[src/pkg/acc_pkg.sv]
// constants and types of the adc calibration correction path
// Overview of operation
// RULE1: bipolar zero gives 0x800000 or 0x000000; out-of-range results clamp to format limits.
// RULE2: system offset coefficient is 24 bits, host read/write, bit 23 most significant.
// RULE3: all four coefficients are signed two's complement values.
// RULE4: system coefficients hold until host rewrite or system calibration result.
// RULE5: self coefficients hold until host rewrite or self calibration result.
// RULE6: system offset subtracted only while its disable bit is 0.
// RULE7: system offset after self corrections, before system gain and 1x/2x scale.
// RULE8: system gain multiplies only while its disable bit is 0.
// RULE9: system gain scales up to 2x.
// RULE10: each gain stage result within 2 LSB of ideal.
// RULE11: self offset subtracted first while its disable bit is 0.
// RULE12: self offset applied before unipolar 2x scaling.
// RULE13: self gain scales before both system corrections while its disable bit is 0.
// RULE14: self gain scales up to 2x.
// RULE15: host writes to self gain coefficient ignored during calibration.
// RULE16: bipolar format bit 0 two's complement, 1 offset binary; unipolar straight binary.
// RULE17: a disabled stage passes its input unchanged.
package acc_pkg;
    localparam int COEF_W    = 24;
    localparam int INT_W     = 28;
    localparam int GAIN_FRAC = 23;
    localparam int ADDR_W    = 8;

    localparam logic [COEF_W-1:0] COEF_RST     = 24'h00_0000;
    localparam logic [COEF_W-1:0] CODE_MAX_UNI = 24'hFF_FFFF;
    localparam logic [COEF_W-1:0] CODE_MAX_BIP = 24'h7F_FFFF;
    localparam logic [COEF_W-1:0] CODE_MSB     = 24'h80_0000;

    // register byte addresses
    localparam logic [ADDR_W-1:0] ADDR_COEF_LAST = 8'h0C;
    localparam logic [ADDR_W-1:0] ADDR_CTRL      = 8'h10;
    localparam logic [ADDR_W-1:0] ADDR_CAL       = 8'h14;
    localparam logic [ADDR_W-1:0] ADDR_DATA      = 8'h18;
    localparam logic [ADDR_W-1:0] ADDR_STAT      = 8'h1C;
    localparam int COEF_IDX_LSB = 2;

    // control register fields
    localparam int CTRL_SELF_OFS_DIS  = 1;
    localparam int CTRL_SELF_GAIN_DIS = 2;
    localparam int CTRL_SYS_OFS_DIS   = 3;
    localparam int CTRL_SYS_GAIN_DIS  = 4;
    localparam int CTRL_UNIPOLAR      = 8;
    localparam int CTRL_FORMAT        = 9;
    localparam logic [31:0] CTRL_RST  = 32'h0000_001E;
    localparam logic [31:0] CTRL_MASK = 32'h0000_031E;

    // calibration and status fields
    localparam int CAL_KIND_LSB = 0;
    localparam int CAL_START    = 2;
    localparam int STAT_READY   = 0;
    localparam int STAT_BUSY    = 1;

    // coefficient index doubles as calibration kind
    typedef enum logic [1:0] {
        ACC_SELF_OFS  = 2'h0,
        ACC_SELF_GAIN = 2'h1,
        ACC_SYS_OFS   = 2'h2,
        ACC_SYS_GAIN  = 2'h3
    } acc_kind_t;

    typedef enum logic [1:0] {
        ACC_CAL_IDLE = 2'h0,
        ACC_CAL_RUN  = 2'h1
    } acc_cal_state_t;
endpackage

[src/hw/acc_gain_stage.sv]
// one gain correction stage: y = x * (1 + coef / 2^23), rounded
`timescale 1ns/1ps
module acc_gain_stage #(
    parameter int W = acc_pkg::INT_W
) (
    // clocking
    input  wire logic                         clock,
    input  wire logic                         rst_n,
    input  wire logic                         ce,
    // stage control
    input  wire logic                         bypass,
    input  wire logic [acc_pkg::COEF_W-1:0]   coef,
    // sample in
    input  wire logic                         in_valid,
    input  wire logic signed [W-1:0]          x,
    // sample out
    output logic                              out_valid,
    output logic signed [W-1:0]               y
);
    import acc_pkg::*;

    localparam int PW = W + COEF_W;
    localparam logic signed [PW-1:0] ROUND = PW'(1) <<< (GAIN_FRAC - 1);

    initial begin
        if (W < COEF_W + 3) $error("gain stage width too small for headroom");
    end

    logic signed [PW-1:0] prod;
    logic signed [W-1:0]  scaled;

    // coef spans [-1,1), so gain spans [0,2): up to 2x, correcting -50%
    always_comb begin
        prod   = x * $signed(coef); // RULE3 RULE9 RULE14
        scaled = W'((prod + ROUND) >>> GAIN_FRAC); // RULE10
    end

    always_ff @(posedge clock) begin
        if (!rst_n) begin
            out_valid <= 1'b0;
            y         <= '0;
        end else if (ce) begin
            out_valid <= in_valid;
            // headroom of W bits keeps the sum exact
            y <= bypass ? x : x + scaled; // RULE17
        end
    end
endmodule

[src/hw/acc_formatter.sv]
// output coding: unipolar 2x scale, clamping and code format
`timescale 1ns/1ps
module acc_formatter #(
    parameter int W = acc_pkg::INT_W
) (
    // clocking
    input  wire logic                         clock,
    input  wire logic                         rst_n,
    input  wire logic                         ce,
    // mode
    input  wire logic                         unipolar,
    input  wire logic                         offset_bin,
    // corrected sample
    input  wire logic                         in_valid,
    input  wire logic signed [W-1:0]          x,
    // coded result
    output logic                              out_valid,
    output logic [acc_pkg::COEF_W-1:0]        code
);
    import acc_pkg::*;

    localparam logic signed [W-1:0] UNI_HI = W'(CODE_MAX_UNI);
    localparam logic signed [W-1:0] BIP_HI = W'(CODE_MAX_BIP);
    localparam logic signed [W-1:0] BIP_LO = ~BIP_HI;

    initial begin
        if (W < COEF_W + 2) $error("formatter width too small");
    end

    logic signed [W:0]    scaled;
    logic signed [W:0]    lo;
    logic signed [W:0]    hi;
    logic [COEF_W-1:0]    clamped;
    logic [COEF_W-1:0]    code_nxt;

    always_comb begin
        // one extra bit so doubling a large negative value cannot wrap positive
        scaled = unipolar ? {x, 1'b0} : {x[W-1], x}; // RULE12 RULE7
        lo     = unipolar ? '0 : (W+1)'(BIP_LO);
        hi     = unipolar ? (W+1)'(UNI_HI) : (W+1)'(BIP_HI);
        if (scaled < lo) begin
            clamped = lo[COEF_W-1:0]; // RULE1
        end else if (scaled > hi) begin
            clamped = hi[COEF_W-1:0]; // RULE1
        end else begin
            clamped = scaled[COEF_W-1:0];
        end
        // unipolar is always straight binary, format bit only acts in bipolar
        code_nxt = (!unipolar && offset_bin) ? clamped ^ CODE_MSB : clamped; // RULE16 RULE1
    end

    always_ff @(posedge clock) begin
        if (!rst_n) begin
            out_valid <= 1'b0;
            code      <= '0;
        end else if (ce) begin
            out_valid <= in_valid;
            if (in_valid) begin
                code <= code_nxt;
            end
        end
    end
endmodule

[src/hw/acc_correction_top.sv]
// correction path top: apb registers, calibration loading, five stages
//
// Local design decisions: the register addresses and the APB interface to the registers.
`timescale 1ns/1ps
module acc_correction_top #(
    parameter int IW = acc_pkg::INT_W
) (
    // clocking
    input  wire logic                         clock,
    input  wire logic                         rst_n,
    input  wire logic                         ce,
    // apb slave
    input  wire logic                         psel,
    input  wire logic                         penable,
    input  wire logic                         pwrite,
    input  wire logic [acc_pkg::ADDR_W-1:0]   paddr,
    input  wire logic [31:0]                  pwdata,
    output logic [31:0]                       prdata,
    output logic                              pready,
    output logic                              pslverr,
    // raw conversion results from the filter
    input  wire logic                         raw_valid,
    input  wire logic [acc_pkg::COEF_W-1:0]   raw_data,
    // calibration sequencer
    output logic                              cal_busy,
    output logic [1:0]                        cal_kind,
    input  wire logic                         cal_done,
    input  wire logic [acc_pkg::COEF_W-1:0]   cal_value,
    // corrected results
    output logic                              result_valid,
    output logic [acc_pkg::COEF_W-1:0]        result_data
);
    import acc_pkg::*;

    initial begin
        if (IW < COEF_W + 4) $error("internal width lacks headroom for two 2x stages");
    end

    localparam int NCOEF = 4;

    // register file
    logic [COEF_W-1:0]  coef_r [NCOEF];
    logic [31:0]        ctrl_r;
    logic [COEF_W-1:0]  data_r;
    logic               ready_r;
    acc_cal_state_t     cal_state_r;
    acc_kind_t          kind_r;

    // apb state
    logic               rdy_r;
    logic               err_r;
    logic [31:0]        prdata_r;
    logic [31:0]        rd_mux;
    logic               rd_err;
    logic               xfer;
    logic               wr;
    logic               rd;
    logic               coef_sel;
    logic [1:0]         coef_idx;

    // datapath
    logic signed [IW-1:0] s1_r;
    logic                 s1_v_r;
    logic signed [IW-1:0] s2;
    logic                 s2_v;
    logic signed [IW-1:0] s3_r;
    logic                 s3_v_r;
    logic signed [IW-1:0] s4;
    logic                 s4_v;
    logic                 fmt_v;
    logic [COEF_W-1:0]    fmt_code;

    function automatic logic signed [IW-1:0] sext(input logic [COEF_W-1:0] v);
        sext = {{(IW - COEF_W){v[COEF_W-1]}}, v}; // RULE3
    endfunction

    // ---------------- apb slave ----------------
    // read data is captured in the setup cycle so prdata is a flop
    assign pready   = ce & rdy_r;
    assign pslverr  = pready & err_r;
    assign prdata   = prdata_r;
    assign xfer     = psel & penable & pready;
    assign wr       = xfer & pwrite & ~err_r;
    assign rd       = xfer & ~pwrite & ~err_r;
    assign coef_sel = paddr <= ADDR_COEF_LAST && paddr[1:0] == 2'h0;
    assign coef_idx = paddr[COEF_IDX_LSB +: 2];

    always_comb begin
        rd_mux = '0;
        rd_err = 1'b0;
        if (coef_sel) begin
            rd_mux[COEF_W-1:0] = coef_r[coef_idx]; // RULE2
        end else begin
            case (paddr)
                ADDR_CTRL: rd_mux = ctrl_r;
                ADDR_CAL: begin
                    rd_mux[CAL_KIND_LSB +: 2] = kind_r;
                    rd_mux[CAL_START]         = cal_state_r == ACC_CAL_RUN;
                end
                ADDR_DATA: rd_mux[COEF_W-1:0] = data_r;
                ADDR_STAT: begin
                    rd_mux[STAT_READY] = ready_r;
                    rd_mux[STAT_BUSY]  = cal_state_r == ACC_CAL_RUN;
                end
                default: rd_err = 1'b1;
            endcase
        end
    end

    always_ff @(posedge clock) begin
        if (!rst_n) begin
            rdy_r    <= 1'b0;
            err_r    <= 1'b0;
            prdata_r <= '0;
        end else if (ce) begin
            // keyed on the idle flop so a setup seen while ce was low is still taken
            if (psel && !rdy_r) begin
                rdy_r    <= 1'b1;
                err_r    <= rd_err;
                prdata_r <= pwrite ? '0 : rd_mux;
            end else if (xfer) begin
                rdy_r <= 1'b0;
                err_r <= 1'b0;
            end
        end
    end

    // ---------------- coefficient registers ----------------
    // a calibration result lands over a host write in the same cycle
    for (genvar i = 0; i < NCOEF; i++) begin : g_coef
        logic host_we;
        logic cal_we;
        // self gain is locked against host writes while calibrating
        assign host_we = wr && coef_sel && coef_idx == 2'(i)
                         && !(i == int'(ACC_SELF_GAIN) && cal_state_r == ACC_CAL_RUN); // RULE15
        assign cal_we  = cal_done && cal_state_r == ACC_CAL_RUN && kind_r == acc_kind_t'(i);

        always_ff @(posedge clock) begin
            if (!rst_n) begin
                coef_r[i] <= COEF_RST;
            end else if (ce) begin
                if (cal_we) begin
                    coef_r[i] <= cal_value; // RULE4 RULE5
                end else if (host_we) begin
                    coef_r[i] <= pwdata[COEF_W-1:0]; // RULE2 RULE4 RULE5
                end
            end
        end
    end

    // ---------------- control register ----------------
    always_ff @(posedge clock) begin
        if (!rst_n) begin
            ctrl_r <= CTRL_RST;
        end else if (ce && wr && paddr == ADDR_CTRL) begin
            ctrl_r <= pwdata & CTRL_MASK;
        end
    end

    // ---------------- calibration sequencing ----------------
    // the sequencer measures and returns the coefficient for kind_r
    always_ff @(posedge clock) begin
        if (!rst_n) begin
            cal_state_r <= ACC_CAL_IDLE;
            kind_r      <= ACC_SELF_OFS;
        end else if (ce) begin
            case (cal_state_r)
                ACC_CAL_IDLE: begin
                    if (wr && paddr == ADDR_CAL && pwdata[CAL_START]) begin
                        kind_r      <= acc_kind_t'(pwdata[CAL_KIND_LSB +: 2]);
                        cal_state_r <= ACC_CAL_RUN;
                    end
                end
                ACC_CAL_RUN: begin
                    if (cal_done) begin
                        cal_state_r <= ACC_CAL_IDLE;
                    end
                end
                default: cal_state_r <= ACC_CAL_IDLE;
            endcase
        end
    end

    assign cal_busy = cal_state_r == ACC_CAL_RUN;
    assign cal_kind = kind_r;

    // ---------------- correction pipeline ----------------
    // stage 1: self offset goes first, ahead of everything else
    always_ff @(posedge clock) begin
        if (!rst_n) begin
            s1_v_r <= 1'b0;
            s1_r   <= '0;
        end else if (ce) begin
            s1_v_r <= raw_valid;
            if (raw_valid) begin
                if (ctrl_r[CTRL_SELF_OFS_DIS]) begin
                    s1_r <= sext(raw_data); // RULE17
                end else begin
                    s1_r <= sext(raw_data) - sext(coef_r[ACC_SELF_OFS]); // RULE11 RULE12
                end
            end
        end
    end

    // stage 2: self gain, before either system correction
    acc_gain_stage #(
        .W (IW)
    ) u_self_gain (
        .clock     (clock),
        .rst_n     (rst_n),
        .ce        (ce),
        .bypass    (ctrl_r[CTRL_SELF_GAIN_DIS]),
        .coef      (coef_r[ACC_SELF_GAIN]),
        .in_valid  (s1_v_r),
        .x         (s1_r),
        .out_valid (s2_v),
        .y         (s2)
    ); // RULE13 RULE14

    // stage 3: system offset, after self corrections, before system gain
    always_ff @(posedge clock) begin
        if (!rst_n) begin
            s3_v_r <= 1'b0;
            s3_r   <= '0;
        end else if (ce) begin
            s3_v_r <= s2_v;
            if (s2_v) begin
                if (ctrl_r[CTRL_SYS_OFS_DIS]) begin
                    s3_r <= s2; // RULE17
                end else begin
                    s3_r <= s2 - sext(coef_r[ACC_SYS_OFS]); // RULE6 RULE7
                end
            end
        end
    end

    // stage 4: system gain
    acc_gain_stage #(
        .W (IW)
    ) u_sys_gain (
        .clock     (clock),
        .rst_n     (rst_n),
        .ce        (ce),
        .bypass    (ctrl_r[CTRL_SYS_GAIN_DIS]),
        .coef      (coef_r[ACC_SYS_GAIN]),
        .in_valid  (s3_v_r),
        .x         (s3_r),
        .out_valid (s4_v),
        .y         (s4)
    ); // RULE8 RULE9

    // stage 5: mode scaling, clamp and code format last of all
    acc_formatter #(
        .W (IW)
    ) u_fmt (
        .clock      (clock),
        .rst_n      (rst_n),
        .ce         (ce),
        .unipolar   (ctrl_r[CTRL_UNIPOLAR]),
        .offset_bin (ctrl_r[CTRL_FORMAT]),
        .in_valid   (s4_v),
        .x          (s4),
        .out_valid  (fmt_v),
        .code       (fmt_code)
    ); // RULE7 RULE16

    assign result_valid = fmt_v;
    assign result_data  = fmt_code;

    // data register and ready flag; a new result beats a clearing read
    always_ff @(posedge clock) begin
        if (!rst_n) begin
            data_r  <= '0;
            ready_r <= 1'b0;
        end else if (ce) begin
            if (fmt_v) begin
                data_r  <= fmt_code;
                ready_r <= 1'b1;
            end else if (rd && paddr == ADDR_DATA) begin
                ready_r <= 1'b0;
            end
        end
    end
endmodule

[config.mk]
export PLATFORM = sky130hd
export DESIGN_NAME = acc_correction_top
export DESIGN_NICKNAME = d
export VERILOG_FILES = /design/src/pkg/acc_pkg.sv /design/src/hw/acc_gain_stage.sv /design/src/hw/acc_formatter.sv /design/src/hw/acc_correction_top.sv
export SDC_FILE = /design/constraint.sdc
export NUM_CORES = 2
export LEC_CHECK = 0
export BUFFER_PORTS_ARGS = -buffer_cell sky130_fd_sc_hd__buf_2
export CAP_MARGIN = 20
export CORE_MARGIN = 4
export CORE_UTILIZATION = 40
export CTS_BUF_LIST = sky130_fd_sc_hd__clkbuf_2
export DETAILED_ROUTE_END_ITERATION = 6
export GPL_TIMING_DRIVEN = 0
export SYNTH_ARGS = -nofsm -noshare
export SYNTH_HDL_FRONTEND = slang
export SYNTH_SLANG_ARGS = --single-unit
[constraint.sdc]
create_clock -name clock -period 12.2 [get_ports clock]
set_input_delay 2.44 -clock clock [delete_from_list [all_inputs] [get_ports clock]]
set_output_delay 2.44 -clock clock [all_outputs]
set_load 0.01 [all_outputs]
==> key figures <==
Setup path
  – Crit path launch type: register
  – R2R Setup Slk: roughly 430 ps
  – Worst-path maximum fanout: 10
  – Req. time, crit path: between 10000 and 15000 ps
  – CP Capture Type: register
  – Worst stage delay on the critical path: between 800 and 900 ps
  – CP max-delay cell: dfxtp_1
  – Reg2reg path depth: 38
  – Worst EP arrival: 12680 ps
  – Crit path top cell by count: fa_1
  – Worst setup path category: reg2reg

Floorplanning
  – Initial Util: 0.4037
  – Io pins: about 160
  – Core outline area: 0.1544 sq mm
  – Die H: 402.8 microns
  – Die area: 0.1622 sq mm
  – Die extent in x: between 400 and 500 microns
  – Num rows: ~140

Route
  – WL per Instance: roughly 25 microns
  – Post-DRT Antenna Nets: 0
  – Drt total wl: ~230000 microns
  – Vias/cell: about 5.4
  – Initial DRC Count: just under 5k
  – Via count: 49.90k
  – DR DRC count: 0
  – DR pass1 iterations: 6

Timing
  – Max Clock Freq: approximately 85 MHz
  – Final Setup Violations: 0
  – Final hold vios: 0
  – Setup Skew: 150.2 ps
  – Tcrit/Tclk final: 0.9645
  – Slew HR: 0.2318
  – Post-layout min period: between 10000 and 15000 ps
  – Slew Limit Fails: 0
  – Hold Slack: around 470 ps
  – Worst-Margin Slew: 1152 ps
  – Unrepaired setup endpoints after global routing: yes

Power and ir drop
  – Flop pwr share: 0.151
  – Pint: ~3.6 mW
  – Clock share of power: 0.110
  – Switch Pwr: 3.820 mW
  – Sw frac: 0.5174
  – Pwr Density: between 100 and 150 mW/mm^2
  – Comb power frac: 0.739
  – Maximum VDD drop: ~0.21 mV
  – Static leakage: ~32 nW

Final layout
  – Layout cells sized above 1: 0.05645
  – Non-filler cells, final: around 9k
  – Area growth, synth to finish: 7.150%
  – Layout net count: around 8.8k
  – Design Area, Final: 0.06679 sq mm
  – Fin util: 0.4326

GRT
  – Initial antenna violation count: 46
  – Total gr overflow: 0
  – First-pass GRT wire length: approximately 340000 microns
  – Vias in the first global route: approximately 53k
  – Gr usage total: 0.2807
  – Largest net degree at the start of global routing: 15

Placement
  – GPL Wtd Cong: 0.9744
  – Placed Instance Area: approximately 0.066 sq mm
  – HPWL Detailed: 188200 microns
  – Placed Cells: between 8k and 9k
  – IO Port Bufs: 137

Worst hold path
  – Hold path cells: 2
  – Min-Delay Path Class: reg2reg

Clock tree
  – CTS buffer count: between 80 and 90
  – CTS tree: built
  – Clock latency at the later pin of the worst-skew pair: 1110 ps
  – Clk Tree Root Cell: clkbuf_2
  – CTS Sinks: 294
  – Clk slew on worst S/H paths: around 100 ps
  – CTS Hold Buffers Added: 0
  – Maximum level of the CTS H-tree: 3
  – Clock Tree Buf Depth: 3

Logic synthesis
  – Yosys top cell by area: fa_1
  – Share of Yosys cell area claimed by the top area cell type: 0.4278
  – Post-synthesis register bit count: approximately 290
  – Count leader, synth: inv_1
  – Post-synthesis sequential area ratio: 0.1098
  – Post-Synthesis Cells: around 6.8k
  – Ys Warns: 0
  – Commonest cells post-synth: 1387 x inv_1, 1332 x fa_1, 831 x nand2_1, 620 x and2_1, 385 x ha_1
  – Top_reg_cell synth: dfxtp_1
  – Top area cells in the synthesized netlist: fa_1 43%, inv_1 8.4%, ha_1 7.7%, dfxtp_1 6.4%, and2_1 6.2%
  – Post-synth EDFFs: 96
  – Number of distinct library cells after synthesis: a little under 80
  – Async SR Flop Fraction: 0
  – Post-synthesis instance area: about 0.062 sq mm
  – Post-Syn Area per Cell: between 9 and 10 sq um

Flow run
  – Max_cap viols: 0

Outcome
  – Status: finished clean
[stage by stage]
stage / TNS [ps] / power (mW) / worst slack, ps
after floorplan: 0 / 4.993 / 3328
after global placement: -140.3 / 6.448 / -140.3
after detailed placement: -98.82 / 6.485 / -98.82
after CTS: 0 / 7.361 / 213.0
after global routing: -35.49 / 8.074 / -35.49
final: 0 / 7.382 / 433.3
[worst max-delay path, delay by kind of cell (launching register included)]
family,cells,cell delay (ps)
AND/OR/NAND/NOR,8,1380
buffers and inverters,5,930
flip-flops,1,850
adder cells (fa/ha/maj),9,4180
XOR/XNOR,2,350
AO/OA/AOI/OAI,14,3930
[per-layer routing]
| layer | share of wire | vias up | track usage | routed length [microns] |
|---|---|---|---|---|
| li1 | - | 21313 | - | - |
| met1 | 0.40 | 25433 | 0.3713 | 89140 |
| met2 | 0.44 | 2580 | 0.4376 | 99880 |
| met5 | 0.00045 | - | 0 | 101 |
| met3 | 0.11 | 556 | 0.07439 | 24980 |
| met4 | 0.051 | 16 | 0.1172 | 11510 |
[what timing repair did]
item,4_1_cts,5_1_grt
gates cloned,0,0
buffers inserted,0,10
setup endpoints to repair,1,4
gates resized for setup,1,114
endpoints found under the hold margin,0,0
[power groups by stage]
stage               Clock (mW)  Sequential [mW]  Combinational, mW
floorplan                    0             1.08               3.91
global placement             0             1.13               5.32
detailed placement           0             1.13               5.36
CTS                      0.816             1.11               5.44
global route             0.874             1.11               6.09
finish                   0.811             1.11               5.46
[area by class of cell]
| type | count | area [sq um] |
|---|---|---|
| clock buffer | 121 | 605.6 |
| timing repair buffer | 155 | 945.9 |
| clock inverter | 28 | 217.7 |
| fill | 15217 | 87620 |
| antenna | 29 | 72.57 |
| inverter | 1391 | 5221 |
| tap | 2044 | 2557 |
| sequential | 294 | 6858 |
| multi-input combinational | 4745 | 48900 |
| buffer | 352 | 1408 |
[kinds of logic (layout without fill, tap and decap cells)]
logic type | Yosys count | count (layout) | share of synthesized area
AOI/OAI and AO/OA | 835 | 835 | 0.08754
xor gates and xnor gates | 159 | 159 | 0.02256
adders and majority gates | 1717 | 1717 | 0.5051
buffers and inverters | 1754 | 2047 | 0.1061
DFF | 294 | 294 | 0.1098
muxes | 81 | 81 | 0.01809
other | 1 | 37 | 0.00006016
and+or+nand+nor | 1945 | 1945 | 0.1507
[state kept, by name (all words and copies together), names as in the netlist, 24 cells and up]
signal and count:
data_r 24, u_self_gain.y 28, prdata 24, coef_r 96
u_fmt.code 24, s3_r 28, u_sys_gain.y 28, s1_r 25
[cells in the final DEF, fill, tap and decap left out, types with 20 or more instances in the layout]
cell type	count
inv_1	1387
fa_1	1332
nand2_1	831
and2_1	620
ha_1	385
clkbuf_1	277
nor2_1	272
a21oi_1	255
dfxtp_1	189
clkbuf_2	162
o21ai_0	155
buf_2	141
xnor2_1	100
a22o_1	96
edfxtp_1	96
xor2_1	58
a211oi_1	53
mux2i_1	53
a21o_1	45
o211ai_1	43
nand2b_1	39
nor3_1	33
nor2b_1	32
nand3_1	32
diode_2	29
mux4_2	25
o21a_1	23
and3_1	22
buf_1	22
a31oi_1	22
a22oi_1	20
[worst paths after layout]
| check | from | to |
|---|---|---|
| worst max-delay path | s3_r[14]$_SDFFE_PN0P_ | u_sys_gain.y[27]$_SDFFE_PN0P_ |
| worst min-delay path | data_r[8]$_SDFFE_PN0P_ | data_r[8]$_SDFFE_PN0P_ |
| worst max register to register | s3_r[14]$_SDFFE_PN0P_ | u_sys_gain.y[27]$_SDFFE_PN0P_ |
| worst min register to register | data_r[8]$_SDFFE_PN0P_ | data_r[8]$_SDFFE_PN0P_ |
Note: power is estimated with default switching activity, not from simulation.
